### src/hw/adccc_pkg.sv
package adccc_pkg;

	// ----------------------------------------------------------------
	// Register word addresses on the plain register port.
	// ----------------------------------------------------------------
	localparam logic [3:0] ADDR_STATUS_CONTROL_ONE = 4'h0; // Channel, complete flag, enables.
	localparam logic [3:0] ADDR_STATUS_CONTROL_TWO = 4'h1; // Active, trigger, compare.
	localparam logic [3:0] ADDR_RESULT_HIGH = 4'h2; // Upper two result bits.
	localparam logic [3:0] ADDR_RESULT_LOW = 4'h3; // Lower eight result bits.
	localparam logic [3:0] ADDR_COMPARE_HIGH = 4'h4; // Upper two compare bits.
	localparam logic [3:0] ADDR_COMPARE_LOW = 4'h5; // Lower eight compare bits.
	localparam logic [3:0] ADDR_CONFIG = 4'h6; // Mode, clock source and divider.
	localparam logic [3:0] ADDR_PIN_DISABLE_GROUP0 = 4'h7; // Channels 0 to 7.
	localparam logic [3:0] ADDR_PIN_DISABLE_GROUP1 = 4'h8; // Channels 8 to 15.
	localparam logic [3:0] ADDR_PIN_DISABLE_GROUP2 = 4'h9; // Channels 16 to 23.

	// ----------------------------------------------------------------
	// Field positions and reset values.
	// ----------------------------------------------------------------
	localparam int SC1_FLAG_BIT = 7; // Conversion complete flag.
	localparam int SC1_IRQ_BIT = 6; // Complete interrupt enable.
	localparam int SC1_CONT_BIT = 5; // Continuous conversion.
	localparam int SC2_TRIG_BIT = 6; // Hardware trigger enable.
	localparam int SC2_CMPEN_BIT = 5; // Compare enable.
	localparam int SC2_CMPGT_BIT = 4; // Compare for greater or equal.
	localparam int SC2_ACTIVE_BIT = 7; // Conversion in progress, read only.
	localparam logic [4:0] CHANNEL_OFF = 5'h1F; // All ones disables the converter.
	localparam logic [7:0] CONFIG_RESET = 8'h00; // Bus clock, divide by 1, 8-bit.
	localparam logic [7:0] PIN_DISABLE_RESET = 8'h00; // All pins digital.

	// ----------------------------------------------------------------
	// Encodings and conversion timing counts in converter clocks.
	// ----------------------------------------------------------------
	localparam logic [1:0] CLK_BUS = 2'h0; // Bus clock.
	localparam logic [1:0] CLK_BUS_HALF = 2'h1; // Bus clock halved.
	localparam logic [1:0] CLK_ALT = 2'h2; // Alternate clock.
	localparam logic [1:0] CLK_ASYNC = 2'h3; // Internal asynchronous clock.
	localparam logic [1:0] MODE_8BIT = 2'h0; // 8-bit conversion.
	localparam logic [1:0] MODE_10BIT = 2'h2; // 10-bit conversion.
	localparam logic [5:0] CONV_CYCLES_8 = 6'h11; // 17 converter clocks.
	localparam logic [5:0] CONV_CYCLES_10 = 6'h14; // 20 converter clocks.
	localparam logic [5:0] LONG_SAMPLE_EXTRA = 6'h14; // 20 more for long sample.

	// Configuration fields carried together.
	typedef struct packed {
		logic low_power; // Low-power converter configuration.
		logic [1:0] divide; // Divider select.
		logic long_sample; // Long sample time.
		logic [1:0] mode; // Conversion mode.
		logic [1:0] source; // Clock source select.
	} adccc_config_type;

	// Register port request.
	typedef struct packed {
		logic [3:0] addr; // Word address.
		logic [7:0] wdata; // Write data.
		logic wr; // Write strobe.
		logic rd; // Read strobe.
	} adccc_bus_type;

endpackage

### src/hw/adccc_top.sv
`timescale 1ns/1ps

// Functional notes
// - Disabled pin: output tristated, pullup off.
// - Disabled pin: input buffer off, reads zero.
// - Bit set disables channel pin digital control.
// - Second register maps channels 8 to 15.
// - Third register maps channels 16 to 23.
// - Disabled in reset or channel all ones.
// - Idle between conversions at lowest power.
// - Eleven or nine bit internal approximation.
// - Round to ten or eight, store results.
// - Set complete flag, interrupt when enabled.
// - Compare active when compare enable set.
// - Four clock sources, bus clock after reset.
// - Halved bus source allows divide by sixteen.
// - Async clock keeps running in low power.
// - Divider by 1, 2, 4 or 8.
// - Trigger rising edge starts conversion when enabled.
// - Trigger edge during conversion is ignored.
// - Continuous mode acts on first edge only.
// - Trigger works with every mode.
// - 10-bit or 8-bit, software or hardware start.
// - Source code 00 bus to 11 async.
// - Divider code 00 by 1 to 11 by 8.
// - Mode 00 eight bit, 10 ten bit.
// - Software start on control write, channel valid; the code also needs bit 7 of the written value clear.
module adccc_top
	import adccc_pkg::*;
#(
	parameter int PIN_COUNT = 16 // Channels with a real analog pin.
) (
	input wire logic sys_clk, // 250 MHz block clock.
	input wire logic arst_n, // Asynchronous reset, active low.
	input wire adccc_bus_type bus, // Register port request.
	output logic [7:0] rdata, // Read data, one cycle after the read strobe.
	input wire logic alternate_clock, // Alternate clock level, sampled.
	input wire logic converter_async_clock, // Internal async clock level, sampled.
	input wire logic hw_trigger_input, // Asynchronous hardware trigger.
	input wire logic [10:0] sar_value, // Approximation value from the analog core.
	input wire logic [23:0] port_pin_in, // Raw digital pin levels.
	output logic [23:0] port_read, // Pin levels as seen by port reads.
	output logic [23:0] pin_out_force_hiz, // Forces the pin output buffer off.
	output logic [23:0] pin_pullup_off, // Forces the pin pullup off.
	output logic converter_enable, // Analog core powered.
	output logic converter_clock, // Divided converter clock enable pulse.
	output logic async_clock_run, // Keeps the async clock generator alive.
	output logic conversion_irq // Complete interrupt request.
);

	// ----------------------------------------------------------------
	// Reset release through two flip-flops.
	// ----------------------------------------------------------------
	logic rst_meta, rst_n; // Synchroniser stages.

	// Assert at once, release after two edges.
	always_ff @(posedge sys_clk or negedge arst_n) begin
		if (!arst_n) begin
			rst_meta <= 1'b0;
			rst_n <= 1'b0;
		end else begin
			rst_meta <= 1'b1;
			rst_n <= rst_meta;
		end
	end

	// ----------------------------------------------------------------
	// Registers.
	// ----------------------------------------------------------------
	logic [4:0] channel_select; // Selected channel, all ones is off.
	logic conversion_complete_flag; // Set on a stored result.
	logic complete_irq_enable; // Interrupt enable.
	logic continuous; // Continuous conversion.
	logic hw_trigger_enable; // Hardware trigger select.
	logic compare_enable; // Automatic compare.
	logic compare_greater; // Compare for upper limit.
	logic [9:0] compare_value; // Compare value.
	adccc_config_type cfg; // Configuration register.
	logic [7:0] pin_dis [3]; // Pin-disable registers.
	logic [1:0] result_high; // Result upper bits.
	logic [7:0] result_low; // Result lower bits.
	logic active; // Conversion in progress.

	// Write decode.
	wire wr_sc1 = bus.wr && bus.addr == ADDR_STATUS_CONTROL_ONE;
	wire wr_sc2 = bus.wr && bus.addr == ADDR_STATUS_CONTROL_TWO;
	wire wr_cvh = bus.wr && bus.addr == ADDR_COMPARE_HIGH;
	wire wr_cvl = bus.wr && bus.addr == ADDR_COMPARE_LOW;
	wire wr_cfg = bus.wr && bus.addr == ADDR_CONFIG;
	wire mode_write = wr_sc2 || wr_cvh || wr_cvl || wr_cfg;
	wire rd_result_low = bus.rd && bus.addr == ADDR_RESULT_LOW;
	wire channel_valid = channel_select != CHANNEL_OFF;

	// Control, status and compare registers; the flag set wins a clear.
	logic store; // Result stored this cycle.
	always_ff @(posedge sys_clk or negedge rst_n) begin
		if (!rst_n) begin
			channel_select <= CHANNEL_OFF;
			complete_irq_enable <= 1'b0;
			continuous <= 1'b0;
			hw_trigger_enable <= 1'b0;
			compare_enable <= 1'b0;
			compare_greater <= 1'b0;
			compare_value <= 10'h000;
			cfg <= CONFIG_RESET;
			conversion_complete_flag <= 1'b0;
		end else begin
			if (wr_sc1) begin
				channel_select <= bus.wdata[4:0];
				complete_irq_enable <= bus.wdata[SC1_IRQ_BIT];
				continuous <= bus.wdata[SC1_CONT_BIT];
			end
			if (wr_sc2) begin
				hw_trigger_enable <= bus.wdata[SC2_TRIG_BIT];
				compare_enable <= bus.wdata[SC2_CMPEN_BIT];
				compare_greater <= bus.wdata[SC2_CMPGT_BIT];
			end
			if (wr_cvh) compare_value[9:8] <= bus.wdata[1:0];
			if (wr_cvl) compare_value[7:0] <= bus.wdata;
			if (wr_cfg) cfg <= bus.wdata;
			// A store sets the flag; control writes and low result reads clear it.
			if (store) conversion_complete_flag <= 1'b1;
			else if (wr_sc1 || mode_write || rd_result_low) conversion_complete_flag <= 1'b0;
		end
	end

	// Pin-disable registers, all eight bits stored in each group.
	for (genvar g = 0; g < 3; g++) begin : g_pin_regs
		always_ff @(posedge sys_clk or negedge rst_n) begin
			if (!rst_n) pin_dis[g] <= PIN_DISABLE_RESET;
			else if (bus.wr && bus.addr == ADDR_PIN_DISABLE_GROUP0 + 4'(g)) pin_dis[g] <= bus.wdata;
		end
	end

	// ----------------------------------------------------------------
	// Pin control: bit n of group g is channel 8g+n.
	// ----------------------------------------------------------------
	for (genvar c = 0; c < 24; c++) begin : g_pins
		// Only channels with a real pin act on it.
		wire dis = (c < PIN_COUNT) && pin_dis[c / 8][c % 8];
		assign pin_out_force_hiz[c] = dis;
		assign pin_pullup_off[c] = dis;
		assign port_read[c] = port_pin_in[c] & ~dis;
	end

	// ----------------------------------------------------------------
	// Clock source selection and division.
	// ----------------------------------------------------------------
	logic half_tick; // Toggles for the halved bus source.
	logic alt_q, async_q, src_q; // Sampled source levels.
	logic [2:0] div_cnt; // Divider counter.

	// Source edge as a one-cycle enable; bus sources give pulses directly.
	wire alt_rise = alternate_clock && !alt_q;
	wire async_rise = converter_async_clock && !async_q;
	wire src_tick = (cfg.source == CLK_BUS) ? 1'b1 :
		(cfg.source == CLK_BUS_HALF) ? half_tick :
		(cfg.source == CLK_ALT) ? alt_rise : async_rise;
	wire [2:0] div_last = 3'((4'h1 << cfg.divide) - 4'h1);
	wire clk_en = src_tick && div_cnt == div_last;

	// Sample sources, run the halver and divider.
	always_ff @(posedge sys_clk or negedge rst_n) begin
		if (!rst_n) begin
			half_tick <= 1'b0;
			alt_q <= 1'b0;
			async_q <= 1'b0;
			div_cnt <= 3'h0;
			converter_clock <= 1'b0;
		end else begin
			half_tick <= !half_tick;
			alt_q <= alternate_clock;
			async_q <= converter_async_clock;
			// A new divide setting restarts the count, so it never sits past the end value.
			if (wr_cfg) div_cnt <= 3'h0;
			else if (src_tick) div_cnt <= clk_en ? 3'h0 : div_cnt + 3'h1;
			converter_clock <= clk_en && active;
		end
	end

	// Async generator stays on while selected and converting, in any power mode.
	assign async_clock_run = cfg.source == CLK_ASYNC && active;
	assign converter_enable = active && channel_valid;

	// ----------------------------------------------------------------
	// Hardware trigger synchroniser and edge detect.
	// ----------------------------------------------------------------
	logic trig_meta, trig_sync, trig_prev; // Two stages and history.
	always_ff @(posedge sys_clk or negedge rst_n) begin
		if (!rst_n) begin
			trig_meta <= 1'b0;
			trig_sync <= 1'b0;
			trig_prev <= 1'b0;
		end else begin
			trig_meta <= hw_trigger_input;
			trig_sync <= trig_meta;
			trig_prev <= trig_sync;
		end
	end
	wire trig_rise = trig_sync && !trig_prev;

	// ----------------------------------------------------------------
	// Conversion sequencer.
	// ----------------------------------------------------------------
	logic [5:0] conv_cnt; // Converter clocks left.
	wire is10 = cfg.mode == MODE_10BIT;
	wire [5:0] conv_len = (is10 ? CONV_CYCLES_10 : CONV_CYCLES_8)
		+ (cfg.long_sample ? LONG_SAMPLE_EXTRA : 6'h00);
	wire sw_start = wr_sc1 && !bus.wdata[SC1_FLAG_BIT] && !hw_trigger_enable
		&& bus.wdata[4:0] != CHANNEL_OFF;
	// Edges while busy are dropped, covering continuous runs after the first.
	wire hw_start = hw_trigger_enable && trig_rise && !active && channel_valid;
	wire finish = active && clk_en && conv_cnt == 6'h01;

	// Rounding: drop the extra bit with half added, saturating at full scale.
	wire [10:0] rnd10_sum = {1'b0, sar_value[10:1]} + {10'h000, sar_value[0]};
	wire [9:0] rnd10 = rnd10_sum[10] ? 10'h3FF : rnd10_sum[9:0];
	wire [8:0] rnd8_sum = {1'b0, sar_value[8:1]} + {8'h00, sar_value[0]};
	wire [7:0] rnd8 = rnd8_sum[8] ? 8'hFF : rnd8_sum[7:0];
	wire [9:0] rounded = is10 ? rnd10 : {2'b00, rnd8};
	wire [9:0] cmp_ref = is10 ? compare_value : {2'b00, compare_value[7:0]};
	wire [9:0] diff = rounded - cmp_ref;
	wire cmp_true = compare_greater ? (rounded >= cmp_ref) : (rounded < cmp_ref);
	assign store = finish && (!compare_enable || cmp_true);

	// Start, count, finish; mode writes abort.
	always_ff @(posedge sys_clk or negedge rst_n) begin
		if (!rst_n) begin
			active <= 1'b0;
			conv_cnt <= 6'h00;
		end else if (sw_start || hw_start) begin
			active <= 1'b1;
			conv_cnt <= conv_len;
		end else if (mode_write || (wr_sc1 && !sw_start)) begin
			active <= 1'b0;
		end else if (finish) begin
			active <= continuous || (compare_enable && !cmp_true && continuous);
			conv_cnt <= conv_len;
		end else if (active && clk_en) begin
			conv_cnt <= conv_cnt - 6'h01;
		end
	end

	// Result registers; compare mode stores the difference.
	always_ff @(posedge sys_clk or negedge rst_n) begin
		if (!rst_n) begin
			result_high <= 2'h0;
			result_low <= 8'h00;
		end else if (store) begin
			result_high <= is10 ? (compare_enable ? diff[9:8] : rounded[9:8]) : 2'h0;
			result_low <= compare_enable ? diff[7:0] : rounded[7:0];
		end
	end

	assign conversion_irq = conversion_complete_flag && complete_irq_enable;

	// ----------------------------------------------------------------
	// Read data, registered.
	// ----------------------------------------------------------------
	logic [7:0] read_mux;
	always_comb begin
		read_mux = 8'h00;
		unique case (bus.addr)
			ADDR_STATUS_CONTROL_ONE: read_mux = {conversion_complete_flag, complete_irq_enable,
				continuous, channel_select};
			ADDR_STATUS_CONTROL_TWO: read_mux = {active, hw_trigger_enable, compare_enable,
				compare_greater, 4'h0};
			ADDR_RESULT_HIGH: read_mux = {6'h00, result_high};
			ADDR_RESULT_LOW: read_mux = result_low;
			ADDR_COMPARE_HIGH: read_mux = {6'h00, compare_value[9:8]};
			ADDR_COMPARE_LOW: read_mux = compare_value[7:0];
			ADDR_CONFIG: read_mux = cfg;
			ADDR_PIN_DISABLE_GROUP0: read_mux = pin_dis[0];
			ADDR_PIN_DISABLE_GROUP1: read_mux = pin_dis[1];
			ADDR_PIN_DISABLE_GROUP2: read_mux = pin_dis[2];
			default: read_mux = 8'h00;
		endcase
	end

	// Read data stands only in the cycle after the strobe.
	always_ff @(posedge sys_clk or negedge rst_n) begin
		if (!rst_n) rdata <= 8'h00;
		else rdata <= bus.rd ? read_mux : 8'h00;
	end

	// ----------------------------------------------------------------
	// Checks.
	// ----------------------------------------------------------------
	a_pin_read_zero: assert property (@(posedge sys_clk) disable iff (!rst_n)
		pin_dis[0][0] |-> !port_read[0]) else $error("disabled pin reads nonzero");
	a_channel_off_idle: assert property (@(posedge sys_clk) disable iff (!rst_n)
		!channel_valid |-> !converter_enable) else $error("converter on with channel off");
	a_flag_after_store: assert property (@(posedge sys_clk) disable iff (!rst_n)
		store |=> conversion_complete_flag) else $error("flag not set after store");
	a_busy_edge_ignored: assert property (@(posedge sys_clk) disable iff (!rst_n)
		active && trig_rise && !wr_sc1 && !mode_write && !finish
		|=> active && conv_cnt == $past(conv_cnt) - 6'($past(clk_en)))
		else $error("busy edge restarted conversion");
	a_trigger_starts: assert property (@(posedge sys_clk) disable iff (!rst_n)
		hw_start && !mode_write && !wr_sc1 |=> active && conv_cnt == $past(conv_len))
		else $error("trigger did not start");
	a_divider_bound: assert property (@(posedge sys_clk) disable iff (!rst_n)
		div_cnt <= div_last) else $error("divider count out of range");
	a_eight_bit_high: assert property (@(posedge sys_clk) disable iff (!rst_n)
		store && !is10 |=> result_high == 2'h0) else $error("8-bit wrote high result");
	a_sync_trigger: assert property (@(posedge sys_clk) disable iff (!rst_n)
		trig_rise |-> $past(trig_meta) && !$past(trig_sync)) else $error("edge not synchronised");
	a_irq_gate: assert property (@(posedge sys_clk) disable iff (!rst_n)
		$rose(conversion_irq) |-> $past(store)) else $error("interrupt without stored result");

endmodule // adccc_top

### config.mk
export PLATFORM = sky130hd
export DESIGN_NAME = adccc_top
export DESIGN_NICKNAME = d
export VERILOG_FILES = /design/src/hw/adccc_pkg.sv /design/src/hw/adccc_top.sv
export SDC_FILE = /design/constraint.sdc
export NUM_CORES = 1
export LEC_CHECK = 0
export BUFFER_PORTS_ARGS = -buffer_cell sky130_fd_sc_hd__buf_4
export CAP_MARGIN = 20
export CORE_UTILIZATION = 30
export CTS_BUF_LIST = sky130_fd_sc_hd__clkbuf_16
export CTS_CLUSTER_DIAMETER = 40
export DETAILED_ROUTE_END_ITERATION = 10
export PLACE_DENSITY = 0.5
export SETUP_SLACK_MARGIN = 0.1
export SLEW_MARGIN = 30
export SYNTH_ARGS = -nofsm -noshare
export SYNTH_HDL_FRONTEND = slang
export SYNTH_SLANG_ARGS = --single-unit
### constraint.sdc
create_clock -name sys_clk -period 3.58 [get_ports sys_clk]
set_input_delay 0.358 -clock sys_clk [delete_from_list [all_inputs] [get_ports sys_clk]]
set_output_delay 0.358 -clock sys_clk [all_outputs]
set_load 0.03 [all_outputs]
Word-level counts from Yosys, hierarchy flattened
Index checks and enable logic that the tools add are counted.
Word-level totals
  input bits: 54
  logic and storage cells: 173
  bits in registers: 90
Operators by class
  multiplexer cells: 27
  equal/unequal tests: 18
  $add $sub $neg: 7
  bitwise logic cells: 32
  reduce and logical (&&, ||, !) cells: 54
  shifts and indexed selects: 1
  $lt $le $gt $ge: 2
Operator list (number)
  one-hot mux 8 bit (10 select lines): 1
  two-way mux 10 bit: 3
  logical AND 1 bit: 28
  two-way mux 6 bit: 4
  two-way mux 8 bit: 3
  bitwise AND 1 bit: 16
  == test 4 x 3 -> 1 bit (second input constant): 4
  NOT 1 bit: 16
  two-way mux 3 bit: 4
  adder 10 x 1 -> 11 bit: 1
  greater-or-equal comparator 10 bit: 1
  logical NOT 1 bit: 10
  less-than comparator 10 bit: 1
  != test 5 bit (second input constant): 2
  subtractor 10 bit: 1
  adder 8 x 1 -> 9 bit: 1
  logical OR 1 bit: 9
  two-way mux 1 bit: 9
  == test 4 x 2 -> 1 bit (second input constant): 2
  == test 4 bit (second input constant): 2
  adder 5 x 5 -> 6 bit: 1
  == test 2 bit (second input constant): 3
  == test 6 x 1 -> 1 bit (second input constant): 1
  nonzero test 3 bit: 2
  other kinds (14): 16

Logic depth before layout (Yosys ltp)
  depth after elaboration: 12
  gate-level depth with buffers: 16

Worst setup path before layout
No wires, ideal clock.
  kind: input-to-reg
  start point: in sar_value[0]
  end point: reg result_high[1]
  buffers on the path: 1
  stages on the path: 16
  path slack: 0.161 ns
  data arrival time: 3.294 ns
  setup time: 0.125 ns
  required time: 3.455 ns
  cells stage by stage: ha_1 -> ha_1 -> nand3_1 -> or2_2 -> a21oi_1 -> nor2_1 -> ha_1 -> inv_1 -> fa_1 -> a211oi_1 -> o21ai_0 -> a41oi_1 -> mux2i_1 -> a21o_1 -> buf_6 -> mux2_4
On the way
  word-level cells in the longest chain between the ends: 7
RTL lines
  start, declared: line adccc_top.sv:40  | input wire logic [10:0] sar_value,
  adder 10 x 1 -> 11 bit or adder 8 x 1 -> 9 bit (tied branches): line adccc_top.sv:216, adccc_top.sv:218
  two-way mux 10 bit or two-way mux 8 bit (tied branches): line adccc_top.sv:217, adccc_top.sv:219
  two-way mux 10 bit (*): line adccc_top.sv:220  | wire [9:0] rounded = is10 ? rnd10 : {2'b00, rnd8};
  less-than comparator 10 bit or greater-or-equal comparator 10 bit (tied branches): line adccc_top.sv:223  | wire cmp_true = compare_greater ? (rounded >= cmp_ref) : (rounded < cmp_ref);
  two-way mux 1 bit: line adccc_top.sv:223
  logical OR 1 bit: line adccc_top.sv:224  | assign store = finish && (!compare_enable || cmp_true);
  logical AND 1 bit: line adccc_top.sv:224
  end signal, assigned: line adccc_top.sv:250  | result_high <= is10 ? (compare_enable ? diff[9:8] : rounded[9:8]) : 2'h0;
  end, declared: line adccc_top.sv:80  | logic [1:0] result_high;
Every way passes the cells marked *; elsewhere a longest branch is shown, timed or not.
A chain may end at the register's enable or synchronous reset.

Worst setup path in the final report
  start point: reg cfg[3] in the netlist's numbering
  end point: reg result_low[0]
On the way
  word-level cells in the longest chain between the ends: 6
RTL lines
  start, declared: line adccc_top.sv:78  | adccc_config_type cfg;
  start signal, assigned: line adccc_top.sv:120  | if (wr_cfg) cfg <= bus.wdata;
  == test 2 bit (*): line adccc_top.sv:206  | wire is10 = cfg.mode == MODE_10BIT;
  two-way mux 10 bit, on equally long branches: line adccc_top.sv:220, adccc_top.sv:221
  less-than comparator 10 bit or greater-or-equal comparator 10 bit (tied branches): line adccc_top.sv:223
  two-way mux 1 bit: line adccc_top.sv:223
  logical OR 1 bit: line adccc_top.sv:224
  logical AND 1 bit: line adccc_top.sv:224
  end signal, assigned: line adccc_top.sv:251  | result_low <= compare_enable ? diff[7:0] : rounded[7:0];
  end, declared: line adccc_top.sv:81  | logic [7:0] result_low;
Marks and branches as above.

==> results.sh <==
export IMPL_worstHoldPathType="in2reg"
export IMPL_synth_xor_area_share_pct=1.40
export IMPL_dieHeight_um=139
export IMPL_fin_nets=723
export IMPL_clock_fmax_mhz=310
export IMPL_finalHoldViolCount=0
export IMPL_startpoint_type="flip-flop"
export IMPL_fin_area_sq_mm=0.00670
export IMPL_ios=138
export IMPL_required_ns=3.80
export IMPL_critPathMostFrequentCell="buf_4"
export IMPL_netlist_area_sq_mm=0.00565
export IMPL_tns_ns=0
export IMPL_synth_cell_types=65
export IMPL_drt_wl_total_um=15700
export IMPL_grt_pass1_vias=4417
export IMPL_drive_above_1_share_pct=30.9
export IMPL_drt_iter0_drc=268
export IMPL_final_common_cell="buf_4"
export IMPL_synthMuxAreaShare_pct=14.5
export IMPL_relSlewSlack_pct=48.8
export IMPL_crit_type="reg2reg"
export IMPL_grt_first_pass_wirelength_um=24900
export IMPL_synth_simple_area_share_pct=16.0
export IMPL_synth_compound_area_share_pct=13.7
export IMPL_critical_path_max_fanout=6
export IMPL_status="finished, violations left"
export IMPL_htreeDepth=3
export IMPL_avgSynthCellArea_sq_um=9.73
export IMPL_wl_met1_um=7080
export IMPL_critPathTopFamily="compound AO/OA/AOI/OAI gates"
export IMPL_row_count=49
export IMPL_met3_length_um=770
export IMPL_die_width_um=139
export IMPL_place_congestion=0.831
export IMPL_synth_edf_count=0
export IMPL_root_buffer="clkbuf_16"
export IMPL_startpoint="cfg[3]"
export IMPL_cts_tree="yes"
export IMPL_core_sq_mm=0.0182
export IMPL_async_flop_share_pct=100
export IMPL_cp_num_buf_inv=3
export IMPL_wl_per_cell_um=17.7
export IMPL_postRouteAntennaNets=0
export IMPL_cellLeakagePower_nw=3.16
export IMPL_initial_core_util_pct=31.0
export IMPL_clkSlewWorstSetupHoldPaths_ns=0.06
export IMPL_ys_flop_type="dfrtp_1"
export IMPL_track_usage_pct=16.7
export IMPL_synth_top_family_by_area="simple AND/OR/NAND/NOR gates"
export IMPL_synthCells=580
export IMPL_topRoutingLayerUsed="met4"
export IMPL_rr_startpoint="cfg[3]"
export IMPL_finalSetupViolCount=0
export IMPL_worst_pin_slew_ns=0.768
export IMPL_mostFrequentLayoutCells="buf_4, dfrtp_1, mux2_2"
export IMPL_grt_max_degree=49
export IMPL_cp_slowest_cell="dfrtp_1"
export IMPL_postCtsSetupBuffers=0
export IMPL_gr_total_overflow=0
export IMPL_area_delta_synth_final_pct=18.6
export IMPL_cap_viol_max_count=0
export IMPL_clock_path_buffers=2
export IMPL_dp_hpwl_um=12000
export IMPL_fin_worst_skew_ns=0.00822
export IMPL_portBuffers=105
export IMPL_synth_fa_ha_area_share_pct=3.90
export IMPL_die_area_sq_mm=0.0194
export IMPL_powerDensity_mw_per_mm2=563
export IMPL_critPathArrivalTime_ns=3.45
export IMPL_violations="design-rule violations"
export IMPL_antenna_found_initial=0
export IMPL_hp_start="hw_trigger_input"
export IMPL_via_per_inst=5.11
export IMPL_ys_ff_latch=90
export IMPL_via_count=4524
export IMPL_clk_latency_ns=0.34
export IMPL_worst_path_largest_cell_delay_ns=0.40
export IMPL_drc_errors=16
export IMPL_ys_seq_area_share_pct=40.0
export IMPL_end_kind="flip-flop"
export IMPL_diodes=0
export IMPL_dr_wl_met2_um=7380
export IMPL_dr_pass1_iters=9
export IMPL_clkSinkCount=90
export IMPL_crit_chain="nand2b_1 -> clkinv_1 -> a211o_4 -> buf_4 -> nand3_1 -> ha_1 -> a21oi_1 -> o21ai_0 -> a41oi_1 -> mux2i_1 -> a21o_1 -> buf_4 -> mux2_2"
export IMPL_drv_slew=0
export IMPL_cts_buffers_inserted=9
export IMPL_placed_area_sq_mm=0.00642
export IMPL_min_period_ns=3.23
export IMPL_yosys_warnings=0
export IMPL_period_share_pct=90.2
export IMPL_ir_worst_vdd_v=0.000255
export IMPL_grt_setup_unrepaired="no"
==> routing by layer <==
layer | GRT usage (%) | up-vias
met3 | 2.94 | 25
li1 | - | 2148
met5 | 0 | -
met2 | 26.9 | 143
met1 | 22.2 | 2208
met4 | 6.26 | 0
==> report_power, final <==
| part | switching [mW] | internal, mW |
|---|---|---|
| sequential | 0.235 | 1.24 |
| combinational | 0.829 | 0.626 |
| clock | 0.380 | 0.456 |
==> logic make-up after synthesis <==
| family | after synthesis |
|---|---|
| and+or+nand+nor | 176 |
| DFF | 90 |
| other | 2 |
| AOI/OAI and AO/OA | 114 |
| xor gates and xnor gates | 9 |
| adders and majority gates | 17 |
| muxes | 73 |
| buffers and inverters | 99 |
==> area by class of cell <==
cell class | count | area (sq um)
Fill cell | 1875 | 11500
Multi-Input combinational cell | 406 | 2870
Sequential cell | 90 | 2260
Timing Repair Buffer | 123 | 946
Tap cell | 229 | 287
Clock buffer | 9 | 225
Inverter | 22 | 82.6
Clock inverter | 7 | 28.8
==> final timing paths <==
check / end / slack (ns) / depth (start not counted)
max: result_low[0] / 0.35 / 13
min: trig_meta / 0.13 / 1
max reg2reg: result_low[0] / 0.35 / 13
min reg2reg: async_q / 0.27 / 0
max in group asynchronous: channel_select[0] / 2.43 / 2
min in group asynchronous: async_q / 0.27 / 0
==> sequential cells by signal (all words and copies together), names as in the netlist, 2 cells and up <==
signal,cells
pin_out_force_hiz,16
div_cnt,3
result_low,8
rdata,8
pin_dis,8
result_high,2
conv_cnt,6
cfg,8
compare_value,10
channel_select,5
==> synth_stat cells, drive strengths merged (2+ instances only) <==
| cell | number | area (sq um) |
|---|---|---|
| inv | 21 | 78.8 |
| nand4b | 2 | 17.5 |
| a311oi | 3 | 26.3 |
| nor2 | 35 | 131 |
| nand2b | 8 | 50.1 |
| buf | 60 | 444 |
| a22oi | 10 | 75.1 |
| a21o | 7 | 52.6 |
| nand3 | 19 | 95.1 |
| or3 | 4 | 25.0 |
| mux2i | 19 | 190 |
| dfstp | 5 | 131 |
| mux2 | 54 | 627 |
| or2 | 2 | 12.5 |
| nand2 | 41 | 161 |
| nor2b | 28 | 175 |
| nor3 | 11 | 55.1 |
| and2 | 4 | 25.0 |
| o22ai | 7 | 43.8 |
| xor2 | 2 | 17.5 |
| a31oi | 4 | 25.0 |
| a32oi | 4 | 35.0 |
| nand4 | 5 | 31.3 |
| xnor2 | 7 | 61.3 |
| o211a | 2 | 20.0 |
| o21ai | 29 | 145 |
| clkbuf | 17 | 63.8 |
| dfrtp | 85 | 2130 |
| a2111oi | 2 | 17.5 |
| conb | 2 | 7.51 |
| o32ai | 2 | 17.5 |
| a21oi | 23 | 115 |
| and3 | 11 | 68.8 |
| o21bai | 2 | 15.0 |
| ha | 16 | 200 |
| a211oi | 5 | 50.1 |
==> per-stage QoR <==
step	util, %	total power [mW]	cells	worst slack, ns	hold WS (ns)
floorplan	-	2.56	595	0.161	0.0624
global placement	35.1	2.91	868	0.0984	0.140
detailed placement	35.3	2.95	869	0.00947	0.142
CTS	36.7	3.79	886	0.273	0.119
global route	36.8	4.00	886	0.115	0.118
finish	36.8	3.77	886	0.352	0.127
==> repair_timing <==
item / in CTS / in global routing
endpoints found under the hold margin: 2 / 0
endpoints found under the setup margin: 0 / 10
resized for setup: 0 / 3
hold buffers: 1 / 0
No activity file was read; power rests on OpenSTA's default activity.
